**src/design/swt_pkg.sv**
```systemverilog
// Package of register map, field layout and timing constants for the wake-up timer
package swt_pkg;

  // Register offsets on the plain register port
  localparam logic [7:0] SWT_ADDR_RELOAD = 8'h86;
  localparam logic [7:0] SWT_ADDR_CTRL = 8'h8F;
  localparam logic [7:0] SWT_ADDR_EVT_STATUS = 8'h90;
  localparam logic [7:0] SWT_ADDR_EVT_MASK = 8'h91;
  localparam logic [7:0] SWT_ADDR_INT_EN = 8'h92;
  localparam logic [7:0] SWT_ADDR_COUNT = 8'h93;
  localparam logic [7:0] SWT_ADDR_STATE = 8'h94;

  // Control register fields
  localparam int SWT_CTRL_FLAG_BIT = 4;
  localparam int SWT_CTRL_RUN_BIT = 3;
  localparam int SWT_CTRL_PS_MSB = 2;
  localparam int SWT_CTRL_PS_LSB = 0;

  // Event status and mask layout
  localparam int SWT_EVT_NUM = 2;
  localparam int SWT_EVT_OVERFLOW = 0;
  localparam int SWT_EVT_UNSTABLE_START = 1;

  // Interrupt enable and state register fields
  localparam int SWT_INTEN_WAKE_BIT = 0;
  localparam int SWT_STATE_STABLE_BIT = 0;
  localparam int SWT_STATE_RUN_BIT = 1;

  // Reset values
  localparam logic [7:0] SWT_RELOAD_RST = 8'h00;
  localparam logic [7:0] SWT_CTRL_RST = 8'h00;
  localparam logic [7:0] SWT_COUNT_RST = 8'h00;
  localparam logic [2:0] SWT_PS_RST = 3'h0;

  // Counter rollover point
  localparam logic [7:0] SWT_COUNT_TOP = 8'hFF;

  // Prescale division widths: divide by 2**shift
  localparam int SWT_PS_WIDTH = 11;
  localparam logic [3:0] SWT_SHIFT_1 = 4'h0;
  localparam logic [3:0] SWT_SHIFT_4 = 4'h2;
  localparam logic [3:0] SWT_SHIFT_16 = 4'h4;
  localparam logic [3:0] SWT_SHIFT_64 = 4'h6;
  localparam logic [3:0] SWT_SHIFT_256 = 4'h8;
  localparam logic [3:0] SWT_SHIFT_512 = 4'h9;
  localparam logic [3:0] SWT_SHIFT_1024 = 4'hA;
  localparam logic [3:0] SWT_SHIFT_2048 = 4'hB;

  // Timing: system clock and slow oscillator
  localparam int SWT_SYS_FREQ_KHZ = 125000;
  localparam int SWT_LIRC_FREQ_KHZ = 10;
  localparam int SWT_SYNC_STAGES = 2;

endpackage

```
**src/design/swt_sync.sv**
```systemverilog
// Two-flop synchroniser for a level arriving from outside the clock domain
`timescale 1ns/1ns
module swt_sync
  import swt_pkg::*;
(
  // Clock and reset
  input wire logic clk,
  input wire logic rstn,
  // Asynchronous level in, synchronised level out
  input wire logic asyncIn,
  output logic syncOut
);

  logic meta_q;

  // First stage feeds only the second stage
  always_ff @(posedge clk or negedge rstn) begin
    if (!rstn) begin
      meta_q <= 1'b0;
      syncOut <= 1'b0;
    end else begin
      meta_q <= asyncIn;
      syncOut <= meta_q;
    end
  end

endmodule // swt_sync

```
**src/design/swt_prescaler.sv**
```systemverilog
// Prescaler turning slow oscillator ticks into counter step pulses
`timescale 1ns/1ns
module swt_prescaler
  import swt_pkg::*;
#(
  parameter int PS_WIDTH = SWT_PS_WIDTH
) (
  // Clock and reset
  input wire logic clk,
  input wire logic rstn,
  // Tick from the slow oscillator, clear and division select
  input wire logic tickIn,
  input wire logic clear,
  input wire logic [2:0] divSel,
  // One-cycle step enable
  output logic stepOut
);

  logic [PS_WIDTH-1:0] div_q;
  logic [PS_WIDTH-1:0] div_d;
  logic [3:0] shiftAmt;
  logic [PS_WIDTH-1:0] lastCount;
  logic atLast;

  // Division table from the 3-bit select
  always_comb begin
    case (divSel)
      3'h0: shiftAmt = SWT_SHIFT_1;
      3'h1: shiftAmt = SWT_SHIFT_4;
      3'h2: shiftAmt = SWT_SHIFT_16;
      3'h3: shiftAmt = SWT_SHIFT_64;
      3'h4: shiftAmt = SWT_SHIFT_256;
      3'h5: shiftAmt = SWT_SHIFT_512;
      3'h6: shiftAmt = SWT_SHIFT_1024;
      default: shiftAmt = SWT_SHIFT_2048;
    endcase
  end

  // Terminal count and next value
  assign lastCount = PS_WIDTH'((1 << shiftAmt) - 1);
  assign atLast = (div_q >= lastCount);
  assign div_d = clear ? '0 : (tickIn ? (atLast ? '0 : div_q + 1'b1) : div_q);

  always_ff @(posedge clk or negedge rstn) begin
    if (!rstn) begin
      div_q <= '0;
      stepOut <= 1'b0;
    end else begin
      div_q <= div_d;
      stepOut <= tickIn && atLast && !clear;
    end
  end

endmodule // swt_prescaler

```
**src/design/swt_top.sv**
```systemverilog
// Self wake-up timer: register port, auto-reload counter and interrupt logic
`timescale 1ns/1ns
module swt_top
  import swt_pkg::*;
#(
  parameter int CNT_WIDTH = 8
) (
  // Clock and reset
  input wire logic clk,
  input wire logic rstn,
  // Register port
  input wire logic [7:0] addr,
  input wire logic [7:0] wrData,
  input wire logic wrEn,
  input wire logic rdEn,
  output logic [7:0] rdData,
  // Slow oscillator pins
  input wire logic lircClk,
  input wire logic lircStable,
  // Power management and global enable
  input wire logic lowPowerMode,
  input wire logic globalIntEnable,
  output logic lircKeepOn,
  output logic wakeupEvent,
  // Interrupts
  output logic wakeupIrqReq,
  output logic irq
);

  // Synchronised pins and edge detection
  logic lircSync;
  logic stableSync;
  logic lircLast_q;
  logic lircTick;

  // Register state
  logic [7:0] reload_q;
  logic overflowFlag_q;
  logic overflowFlag_d;
  logic run_q;
  logic [2:0] prescale_q;
  logic [SWT_EVT_NUM-1:0] evtStatus_q;
  logic [SWT_EVT_NUM-1:0] evtStatus_d;
  logic [SWT_EVT_NUM-1:0] evtMask_q;
  logic wakeIntEn_q;
  logic [CNT_WIDTH-1:0] count_q;
  logic [CNT_WIDTH-1:0] count_d;
  logic [7:0] rdData_q;
  logic wakeupEvent_q;
  logic run_d;
  logic [2:0] prescale_d;
  logic [7:0] reload_d;
  logic [SWT_EVT_NUM-1:0] evtMask_d;
  logic wakeIntEn_d;

  // Decode and datapath wires
  logic selReload;
  logic selCtrl;
  logic selStatus;
  logic selMask;
  logic selIntEn;
  logic selCount;
  logic selState;
  logic wrReload;
  logic wrCtrl;
  logic wrStatus;
  logic wrMask;
  logic wrIntEn;
  logic startRun;
  logic step;
  logic rollover;
  logic [SWT_EVT_NUM-1:0] evtSet;
  logic [SWT_EVT_NUM-1:0] evtClr;
  logic [7:0] ctrlView;
  logic [7:0] stateView;
  logic [7:0] rdMux;

  // Oscillator pin and its stable indication enter through two flops
  swt_sync uLircSync (
    .clk(clk),
    .rstn(rstn),
    .asyncIn(lircClk),
    .syncOut(lircSync)
  );

  swt_sync uStableSync (
    .clk(clk),
    .rstn(rstn),
    .asyncIn(lircStable),
    .syncOut(stableSync)
  );

  // Edge history of the synchronised oscillator
  always_ff @(posedge clk or negedge rstn) begin
    if (!rstn) begin
      lircLast_q <= 1'b0;
    end else begin
      lircLast_q <= lircSync;
    end
  end

  // One tick per oscillator rising edge; needs clk above twice its rate
  assign lircTick = lircSync && !lircLast_q;

  // Prescaler cleared while halted so a start begins a full period
  swt_prescaler #(
    .PS_WIDTH(SWT_PS_WIDTH)
  ) uPrescaler (
    .clk(clk),
    .rstn(rstn),
    .tickIn(lircTick),
    .clear(!run_q),
    .divSel(prescale_q),
    .stepOut(step)
  );

  // Address decode
  assign selReload = (addr == SWT_ADDR_RELOAD);
  assign selCtrl = (addr == SWT_ADDR_CTRL);
  assign selStatus = (addr == SWT_ADDR_EVT_STATUS);
  assign selMask = (addr == SWT_ADDR_EVT_MASK);
  assign selIntEn = (addr == SWT_ADDR_INT_EN);
  assign selCount = (addr == SWT_ADDR_COUNT);
  assign selState = (addr == SWT_ADDR_STATE);

  // Write strobes per register
  assign wrReload = wrEn && selReload;
  assign wrCtrl = wrEn && selCtrl;
  assign wrStatus = wrEn && selStatus;
  assign wrMask = wrEn && selMask;
  assign wrIntEn = wrEn && selIntEn;

  // Start request: run bit written from 0 to 1
  assign startRun = wrCtrl && wrData[SWT_CTRL_RUN_BIT] && !run_q;

  // Counting ignores lowPowerMode entirely so it goes on while asleep
  assign rollover = run_q && step && (count_q == CNT_WIDTH'(SWT_COUNT_TOP));

  // Counter: reload at start and at rollover, else increment on step
  always_comb begin
    count_d = count_q;
    if (startRun) begin
      count_d = CNT_WIDTH'(reload_q);
    end else if (rollover) begin
      count_d = CNT_WIDTH'(reload_q);
    end else if (run_q && step) begin
      count_d = count_q + 1'b1;
    end
  end

  // Overflow flag: hardware only sets, a written zero clears, set wins
  always_comb begin
    overflowFlag_d = overflowFlag_q;
    if (wrCtrl && !wrData[SWT_CTRL_FLAG_BIT]) begin
      overflowFlag_d = 1'b0;
    end
    if (rollover) begin
      overflowFlag_d = 1'b1;
    end
  end

  // Event sources and write-one-to-clear, set beats clear
  assign evtSet[SWT_EVT_OVERFLOW] = rollover;
  assign evtSet[SWT_EVT_UNSTABLE_START] = startRun && !stableSync;
  assign evtClr = wrStatus ? wrData[SWT_EVT_NUM-1:0] : '0;
  assign evtStatus_d = (evtStatus_q & ~evtClr) | evtSet;

  // Next control, reload, mask and enable values from the write strobes
  assign run_d = wrCtrl ? wrData[SWT_CTRL_RUN_BIT] : run_q;
  assign prescale_d = wrCtrl ? wrData[SWT_CTRL_PS_MSB:SWT_CTRL_PS_LSB] : prescale_q;
  assign reload_d = wrReload ? wrData : reload_q;
  assign evtMask_d = wrMask ? wrData[SWT_EVT_NUM-1:0] : evtMask_q;
  assign wakeIntEn_d = wrIntEn ? wrData[SWT_INTEN_WAKE_BIT] : wakeIntEn_q;

  // Counter register
  always_ff @(posedge clk or negedge rstn) begin
    if (!rstn) begin
      count_q <= CNT_WIDTH'(SWT_COUNT_RST);
    end else begin
      count_q <= count_d;
    end
  end

  // Overflow flag register
  always_ff @(posedge clk or negedge rstn) begin
    if (!rstn) begin
      overflowFlag_q <= 1'b0;
    end else begin
      overflowFlag_q <= overflowFlag_d;
    end
  end

  // Sticky event status register
  always_ff @(posedge clk or negedge rstn) begin
    if (!rstn) begin
      evtStatus_q <= '0;
    end else begin
      evtStatus_q <= evtStatus_d;
    end
  end

  // Run bit
  always_ff @(posedge clk or negedge rstn) begin
    if (!rstn) begin
      run_q <= SWT_CTRL_RST[SWT_CTRL_RUN_BIT];
    end else begin
      run_q <= run_d;
    end
  end

  // Prescale select
  always_ff @(posedge clk or negedge rstn) begin
    if (!rstn) begin
      prescale_q <= SWT_PS_RST;
    end else begin
      prescale_q <= prescale_d;
    end
  end

  // Reload register; a write while running takes effect at next reload
  always_ff @(posedge clk or negedge rstn) begin
    if (!rstn) begin
      reload_q <= SWT_RELOAD_RST;
    end else begin
      reload_q <= reload_d;
    end
  end

  // Event mask
  always_ff @(posedge clk or negedge rstn) begin
    if (!rstn) begin
      evtMask_q <= '0;
    end else begin
      evtMask_q <= evtMask_d;
    end
  end

  // Timer interrupt enable
  always_ff @(posedge clk or negedge rstn) begin
    if (!rstn) begin
      wakeIntEn_q <= 1'b0;
    end else begin
      wakeIntEn_q <= wakeIntEn_d;
    end
  end

  // Read views of control and state
  assign ctrlView = {3'h0, overflowFlag_q, run_q, prescale_q};
  assign stateView = {6'h00, run_q, stableSync};

  // Read multiplexer; unmapped addresses read zero
  assign rdMux = selReload ? reload_q :
                 selCtrl ? ctrlView :
                 selStatus ? 8'(evtStatus_q) :
                 selMask ? 8'(evtMask_q) :
                 selIntEn ? {7'h00, wakeIntEn_q} :
                 selCount ? 8'(count_q) :
                 selState ? stateView : 8'h00;

  // Read data stands only in the cycle after the strobe
  always_ff @(posedge clk or negedge rstn) begin
    if (!rstn) begin
      rdData_q <= 8'h00;
    end else begin
      rdData_q <= rdEn ? rdMux : 8'h00;
    end
  end

  assign rdData = rdData_q;

  // Wake pulse to the power manager on every rollover
  always_ff @(posedge clk or negedge rstn) begin
    if (!rstn) begin
      wakeupEvent_q <= 1'b0;
    end else begin
      wakeupEvent_q <= rollover;
    end
  end

  assign wakeupEvent = wakeupEvent_q;

  // Oscillator held on through low power while the timer runs
  assign lircKeepOn = run_q && lowPowerMode;

  // Timer interrupt request from flag and both enables
  assign wakeupIrqReq = overflowFlag_q && wakeIntEn_q && globalIntEnable;

  // Level interrupt from unmasked sticky events
  assign irq = |(evtStatus_q & evtMask_q);

endmodule // swt_top

```
**config.mk**
```make
export PLATFORM = sky130hd
export DESIGN_NAME = swt_top
export DESIGN_NICKNAME = d
export VERILOG_FILES = /design/src/design/swt_pkg.sv /design/src/design/swt_sync.sv /design/src/design/swt_prescaler.sv /design/src/design/swt_top.sv
export SDC_FILE = /design/constraint.sdc
export NUM_CORES = 1
export LEC_CHECK = 0
export BUFFER_PORTS_ARGS = -buffer_cell sky130_fd_sc_hd__buf_2
export CORE_MARGIN = 4
export CORE_UTILIZATION = 35
export CTS_CLUSTER_DIAMETER = 60
export DETAILED_ROUTE_END_ITERATION = 6
export PLACE_DENSITY = 0.52
export SLEW_MARGIN = 20
export SYNTH_ARGS = -nofsm -noshare
export SYNTH_HDL_FRONTEND = slang
export SYNTH_SLANG_ARGS = --single-unit
```
**constraint.sdc**
```tcl
create_clock -name clk -period 4.04 [get_ports clk]
set_clock_uncertainty 0.15 [all_clocks]
set_input_delay 1.01 -clock clk [delete_from_list [all_inputs] [get_ports clk]]
set_output_delay 1.01 -clock clk [all_outputs]
set_load 0.01 [all_outputs]
```
# After elaboration in Yosys (flattened, before gate mapping)
# Index checks and enable logic that the tools add are counted.
# totals
word_cells	84
output_inout_bits	12
inputBits	24
register_bits	52
# classes
muxes	18
addsub	3
reduce_logical	25
magnitude_cmp	1
n_eq_ne	15
n_bitwise	4
n_shift	1
# ops
cell	count
$mux W8	10
$eq A8 B8 Y1 const B	8
$mux W11	3
$pmux W4 S7	1
$logic_and A1 B1 Y1	17
$add A11 B1 Y11 const B	1
$ge A11 B11 Y1	1
$shl A1 B4 Y11 const A	1
$sub A11 B2 Y11 const B	1
$eq A3 B3 Y1 const B	3
$add A8 B1 Y8 const B	1
$eq A3 B2 Y1 const B	2
$and A2 B2 Y2	2
$logic_not A1 Y1	4
$mux W2	2
$eq A3 B1 Y1 const B	1
$logic_not A3 Y1	1
$reduce_bool A3 Y1	1
$mux W1	2
$ne A2 B1 Y1 const B	1
$not A2 Y2	1
$or A2 B2 Y2	1
$reduce_bool A2 Y1	1
$reduce_or A2 Y1	1

# Logic depth before layout (Yosys ltp)
# Gate-level depths: netlist (run 1).
# logic_depth
depth_word	9
ltp_mapped	13
depth_no_buf	11

# Modules after synthesis
# From an unflattened synthesis (run 1), not the netlist that was laid out.
# unflattened
hier_cells	303
area_unflattened_um2	3027.9
# by_module_without_submodules
module	cells_each	area_each_um2	instances	seq_area_each_um2
swt_top	181	1933.1	1	900.9
swt_prescaler	118	994.7	1	300.3
swt_sync	2	50.0	2	50.0

# Worst setup path after synthesis (run 1)
# No wires, ideal clock.
# synth_timing
kind	reg-to-reg
start	register prescale_q[1]
end	register uPrescaler.div_q[4]
stages_incl_launch_ff	14
n_path_buf	2
t_arrival_ns	2.820
required_ns	3.826
synth_period_minus_slack_ns	3.033
setup_time_ns	0.064
path_slack_ns	1.007
cell_sequence	dfrtp_1 > clkbuf_1 > or3_1 > ha_1 > nor2_1 > a32oi_1 > ha_1 > a211oi_1 > nor2_1 > nor4_1 > a31oi_2 > buf_2 > nor3b_1 > a21o_1
# synth_between
elab_chain_len	8
elab_cells_between_ends	14
cone_classes	1 x add/sub; 1 x order compare; 6 x eq/ne; 1 x shift; 4 x mux; 1 x reduce/logical
# synth_lines
element	line	rtl
start, declared	swt_top.sv:41	logic [2:0] prescale_q;
start signal, assigned	swt_top.sv:216	prescale_q <= prescale_d;
$eq A3 B3 Y1, or another cell as far along	swt_prescaler.sv:27	case (divSel)
$pmux W4 S7 (*)	swt_prescaler.sv:27	
$shl A1 B4 Y11 (*)	swt_prescaler.sv:40	assign lastCount = PS_WIDTH'((1 << shiftAmt) - 1);
$sub A11 B2 Y11 (*)	swt_prescaler.sv:40	
$ge A11 B11 Y1 (*)	swt_prescaler.sv:41	assign atLast = (div_q >= lastCount);
$mux W11 (*) (3 in series)	swt_prescaler.sv:42	assign div_d = clear ? '0 : (tickIn ? (atLast ? '0 : div_q + 1'b1) : div_q);
end signal, assigned	swt_prescaler.sv:49	div_q <= div_d;
end, declared	swt_prescaler.sv:19	logic [PS_WIDTH-1:0] div_q;
# Mark *: on every way between the ends. The rest lies on a longest branch, timed or not. The select of a mux whose other input is x is not followed.
# A chain may end at the register's enable or synchronous reset.

# Worst setup path in the final report (run 1)
# layout_timing
start	register prescale_q[2]
end	register uPrescaler.div_q[4]
# Same word-level chain as after synthesis.

==> out/metrics.csv, run 1 <==
stage,metric,value,unit
status,status,"complete, no violations",
timing,period_minus_slack,3.34,ns
pwr,finalPower,1.07,mW
place,place_congestion,0.816,
cells_and_area,design_area,3300,µm²
cts,postCtsSetupRepairBufs,0,
cts,cts_tree,yes,
cts,htree_levels,2,
cts,clockBufferDepth,2,
logic_synthesis,netlist-cell-type-count,54,
setup_path,arrival,3.45,ns
cells_and_area,syn_to_final_growth,13.7,%
timing,slew_viol_final,0,
logic_synthesis,syn-instance-count,293,
logic_synthesis,synth_xor_xnor_area_share,0.302,%
drt,drt_iter0_drc,67,
timing,setup-tns-final,0,ns
floorplan,rows,32,
cts,cts_hold_buf,0,
logic_synthesis,syn_nets,331,
timing,worstMarginPinSlew,0.857,ns
setup_path,crit_type,reg2reg,
pwr,p_leak,1.63,nW
logic_synthesis,muxShareOfSynthArea,7.33,%
pwr,powerDensity,324,nW/µm²
cts,clock_latency,0.32,ns
cells_and_area,final_core_util,41.8,%
hold_path,hp-class,reg2reg,
cells_and_area,antennaDiodeCount,0,
logic_synthesis,synth_compound_area_share,16.0,%
logic_synthesis,ys_seq_area_share,44.8,%
timing,setup_ws,0.700,ns
floorplan,die_x,99.1,µm
cts,clock-sinks,52,
place,dp_slack,0.706,ns
logic_synthesis,ys_warn_count,0,
cts,cts_made_buffers,5,
grt,grt_max_degree,39,
cells_and_area,layout_common_cells,"dfrtp_1, buf_2, nand2_1, o21ai_0, nor2_1",
drt,vias_per_cell,5.32,
drt,wl_per_cell,15.6,µm
place,place_hpwl,4750,µm
floorplan,io_pins,36,
logic_synthesis,synth-edff-count,0,
place,io_buffers,35,
floorplan,die_area,9810,µm²
drt,first_pass_iters,4,
grt,grt_usage,14.3,%
cells_and_area,final_common_cell,dfrtp_1,
grt,grt_pass1_vias,2237,
logic_synthesis,synthSimpleGateAreaFrac,21.7,%
logic_synthesis,synthAdderAreaFrac,6.04,%
drt,drc_errors,0,
pwr,irDropWorstVdd,0.000137,V
setup_path,cp_max_fo,19,
timing,relSlewSlack,42.9,%
setup_path,start_kind,flip-flop,
timing,rsz0062_at_grt,false,
cells_and_area,final_nets,364,
timing,timing.final.crit_share,82.7,%
cts,cts_root_buf,clkbuf_8,
logic_synthesis,syn_area,2900,µm²
logic_synthesis,synth_ff_type,dfrtp_1,
run,maxCapViolations,0,
logic_synthesis,async_flop_share,100,%
floorplan,floorplan.initialDensity,36.8,%
timing,setup_viol,0,
logic_synthesis,synth_top_family_by_area,simple AND/OR/NAND/NOR gates,
drt,vias,2281,
timing,hold_violations,0,
drt,drtAntennaViolNets,0,
setup_path,cp.required,4.15,ns
cells_and_area,drive_gt1_share,20.8,%
grt,grt.overflow.total,0,
place,place_area,3160,µm²
cts,clk_pin_slew,0.10,ns
setup_path,cp-end-kind,flip-flop,
timing,fmax,299,MHz
grt,grt_pass1_wl,11300,µm
drt,wirelength,6700,µm
cts,cts_resized,0,
floorplan,design.core.area,7890,µm²
logic_synthesis,ys_ff_latch,52,
grt,antenna_found_initial,0,
floorplan,die_h,99.1,µm
logic_synthesis,syn_avg_cell_area,9.90,µm²
setup_path,r2r_slack,0.70,ns
## synth_stat cells, drive strengths merged (9+ instances only)
library cell | n | area, µm²
nor3 | 13 | 65.1
a21oi | 11 | 55.1
nor2 | 17 | 71.3
nand3 | 9 | 45.0
dfrtp | 52 | 1300
o21ai | 22 | 110
inv | 13 | 48.8
and3 | 9 | 56.3
a22oi | 11 | 82.6
nand2 | 31 | 116
mux2 | 15 | 173
ha | 14 | 175
## worst max-delay path, cell delays in order, from the launching register on
cell and delay (ns):
dfrtp_1 0.49, or3_1 0.43, ha_1 0.21, nor2_1 0.10, a32oi_1 0.11, ha_1 0.31, a211oi_1 0.22, nor2_1 0.07
nor4_1 0.39, a31oi_2 0.40, nor3b_1 0.30, a21o_1 0.11
## registers in the layout, summed over array words and instances, names as in the netlist, 2 cells and up
name              cells
uPrescaler.div_q     11
evtStatus_q           2
count_q               8
prescale_q            3
reload_q              8
rdData                8
evtMask_q             2
## metrics by stage
| step | hold slack (ns) | std cells |
|---|---|---|
| after floorplan | 0.181 | 293 |
| after global placement | 0.183 | 421 |
| after detailed placement | 0.186 | 421 |
| after CTS | 0.209 | 429 |
| after global routing | 0.219 | 429 |
| final | 0.204 | 429 |
## area by class of cell
class,count,area [µm²]
well taps,102,128
clock inverters,3,68.8
fillers,801,4590
inverters,13,48.8
flip-flops and latches,52,1300
repair buffers,37,190
clock buffers,5,68.8
multi-input cells,217,1490
## per-layer routing
layer | wire [µm] | global-route usage, % | up-vias
li1 | - | - | 1124
met1 | 3210 | 18.9 | 1113
met2 | 3150 | 23.7 | 36
met3 | 269 | 2.26 | 8
met4 | 80 | 4.73 | 0
met5 | 0 | 0 | -
## path summary, 6_finish.rpt
kind / cells past startpoint / to / start
max reg2reg: 11 / uPrescaler.div_q[4] / prescale_q[2]
min reg2reg: 0 / uLircSync.syncOut / uLircSync.meta_q
min: 0 / uLircSync.syncOut / uLircSync.meta_q
max: 11 / uPrescaler.div_q[4] / prescale_q[2]
max in group asynchronous: 2 / rdData[5] / rstn
min in group asynchronous: 1 / rdData[7] / rstn
## where the power goes
| part | leakage (nW) | total, mW | switching, mW | internal, mW |
|---|---|---|---|---|
| registers | 0.702 | 0.545 | 0.0126 | 0.532 |
| logic | 0.856 | 0.0823 | 0.0487 | 0.0336 |
| clock network | 0.0687 | 0.442 | 0.193 | 0.250 |
## logic make-up (layout without fill, tap and decap cells)
group                      count (synthesis)  count (layout)
buffers and inverters                     24              58
other                                      1               1
muxes                                     19              19
adders and majority gates                 14              14
xor gates and xnor gates                   1               1
and+or+nand+nor                          112             112
DFF                                       52              52
AOI/OAI and AO/OA                         70              70
Power figures use the tool's default switching activity.
==> inputs of run 2 (changes only) <==
- PLACE_DENSITY: 0.52 -> 0.54
- clock period: 4.04 -> 2.9 ns (I/O delays scaled with it)
==> run 2 against run 1 <==
Compared with the run above: the flow now finishes with violations (negative setup slack); routed wire length is 4.3% higher; global-route usage is 0.26 points higher; first-iteration DRC count is 33% higher; total power is 27% higher; critical path depth is 1 higher; count of clock-buffer cells in the layout is 1 higher; via count is 2.7% higher; register-to-register slack worse by 0.76 ns; largest cell class unchanged; combinational power is 82% higher.
==> out/metrics.csv, run 2 (same netlist as run 1, synthesis figures left out) <==
stage,metric,value,unit,change
setup_path,arrival,3.06,ns,-0.39 ns
drt,vias_per_cell,5.30,,-0.35%
cts,cts_made_buffers,5,,unchanged
cts,cts_hold_buf,0,,unchanged
setup_path,critPathBufInv,1,,+1
setup_path,start_kind,flip-flop,,
setup_path,cp.required,3.01,ns,-1.14 ns
cts,clock-sinks,52,,unchanged
timing,setup_ws,-0.0556,ns,-0.756 ns
timing,worstMarginPinSlew,0.616,ns,-0.241 ns
place,place_area,3300,µm²,+4.5%
status,violations,negative setup slack,,
grt,antenna_found_initial,0,,unchanged
cells_and_area,drive_gt1_share,30.6,%,+9.8 points
timing,slew_viol_final,0,,unchanged
place,dp.cells,430,,+2.1%
timing,fmax,338,MHz,+13%
floorplan,die_x,99.1,µm,unchanged
timing,timing.final.crit_share,102,%,+19 points
cells_and_area,regMostFlops,uPrescaler.div_q,,
grt,grt.overflow.total,0,,unchanged
setup_path,cp_slowest_stage_delay,0.41,ns,-0.08 ns
status,status,"finished, violations left",,
setup_path,crit_type,reg2reg,,
drt,vias,2342,,+2.7%
run,maxCapViolations,0,,unchanged
drt,wl_per_cell,15.8,µm,+1.2%
cells_and_area,syn_to_final_growth,22.6,%,
cells_and_area,final_nets,377,,+3.6%
drt,drt_iter0_drc,89,,+33%
setup_path,cp-end-kind,flip-flop,,
setup_path,critPathSlowestCell,or3_4,,
setup_path,cp_max_fo,5,,-14
grt,grt_usage,14.5,%,+0.26 points
timing,hold_violations,0,,unchanged
drt,drc_errors,0,,unchanged
pwr,finalPower,1.36,mW,+27%
drt,wirelength,6990,µm,+4.3%
cells_and_area,finalNonFillerCells,442,,+3.0%
hold_path,hp-class,reg2reg,,
cells_and_area,fill_cells,736,,-8.1%
cts,clock_latency,0.31,ns,about the same
place,io_buffers,35,,unchanged
grt,grt_pass1_wl,11400,µm,+1.4%
timing,setup_viol,8,,+8
cts,cts_tree,yes,,
floorplan,io_pins,36,,unchanged
floorplan,rows,32,,unchanged
cells_and_area,design_area,3560,µm²,+7.8%
timing,relSlewSlack,59.0,%,+16 points
timing,setup-tns-final,-0.350,ns,-0.350 ns
setup_path,r2r_slack,-0.06,ns,-0.76 ns
setup_path,cp_common_cell,nor2_2,,
pwr,irDropWorstVdd,0.000185,V,+35%
timing,period_minus_slack,2.96,ns,-0.384 ns
cells_and_area,antennaDiodeCount,0,,unchanged
grt,grt_pass1_vias,2292,,+2.5%
pwr,powerDensity,382,nW/µm²,+18%
place,place_hpwl,4930,µm,+3.9%
floorplan,design.core.area,7890,µm²,unchanged
cells_and_area,largest_register_ff_count,11,,unchanged
cells_and_area,layout_common_cells,"dfrtp_1, buf_2, nand2_1, o21ai_0, mux2_2",,
pwr,p_leak,1.72,nW,+5.9%
floorplan,die_h,99.1,µm,unchanged
place,place_congestion,0.832,,+1.9%
floorplan,die_area,9810,µm²,unchanged
cts,htree_levels,2,,unchanged
setup_path,crit_family,simple AND/OR/NAND/NOR gates,,
drt,first_pass_iters,4,,unchanged
drt,drtAntennaViolNets,0,,unchanged
setup_path,cp_cell_sequence,or3_4 > ha_4 > nor2_2 > a32oi_1 > ha_1 > a211oi_2 > nor2_2 > nor4_4 > a31oi_4 > clkbuf_16 > nor3_2 > a211o_1,,
floorplan,floorplan.initialDensity,36.8,%,unchanged
cts,clockBufferDepth,2,,unchanged
cts,clk_pin_slew,0.09,ns,about the same
cells_and_area,final_common_cell,dfrtp_1,,
cts,cts_root_buf,clkbuf_8,,
timing,rsz0062_at_grt,true,,
grt,grt_max_degree,28,,-28%
[run 2: final timing paths]
kind	from	end	cells after the start
worst max-delay path	prescale_q[0]	uPrescaler.div_q[5]	12
worst min-delay path	uLircSync.meta_q	uLircSync.syncOut	0
worst max register to register	prescale_q[0]	uPrescaler.div_q[5]	12
worst min register to register	uLircSync.meta_q	uLircSync.syncOut	0
max in group asynchronous	rstn	uPrescaler.div_q[4]	2
min in group asynchronous	rstn	rdData[5]	1
[run 2: final cells by class]
type                            instances  area, µm²  share of cell area [%]
Clock buffer                            6       82.6                    2.32
Clock inverter                          2       13.8                   0.387
Inverter                               13       48.8                    1.37
Multi-Input combinational cell        217       1630                    45.9
Sequential cell                        52       1300                    36.6
Tap cell                              102        128                    3.59
Timing Repair Buffer                   50        352                    9.88
[run 2: through the flow]
stage	hold WS, ns	worst slack (ns)	util, %
3_3_place_gp	0.183	0.0167	41.9
2_1_floorplan	0.181	0.353	-
6_report	0.206	-0.0556	45.1
5_1_grt	0.216	-0.199	45.1
4_1_cts	0.209	0.0389	43.1
3_5_place_dp	0.185	-0.0656	41.9
[run 2: repair_timing]
item | in CTS | in global routing
gates cloned | 0 | 3
buffers inserted | 0 | 1
gates resized for setup | 0 | 26
setup endpoints to repair | 9 | 9
pin swaps | 1 | 18
[run 2: where the power goes]
group / switching [mW] / internal [mW] / leakage (nW)
registers: 0.0131 / 0.741 / 0.702
clock network: 0.258 / 0.196 / 0.0516
logic: 0.0833 / 0.0671 / 0.970
total: 0.355 / 1.00 / 1.72
[run 2: routing by layer]
metal | share of wire (%) | GRT usage (%) | routed length, µm
met4 | 0.97 | 4.10 | 68
met5 | 0 | 0 | 0
met2 | 49 | 24.5 | 3450
met1 | 45 | 18.7 | 3120
met3 | 5.0 | 3.11 | 350
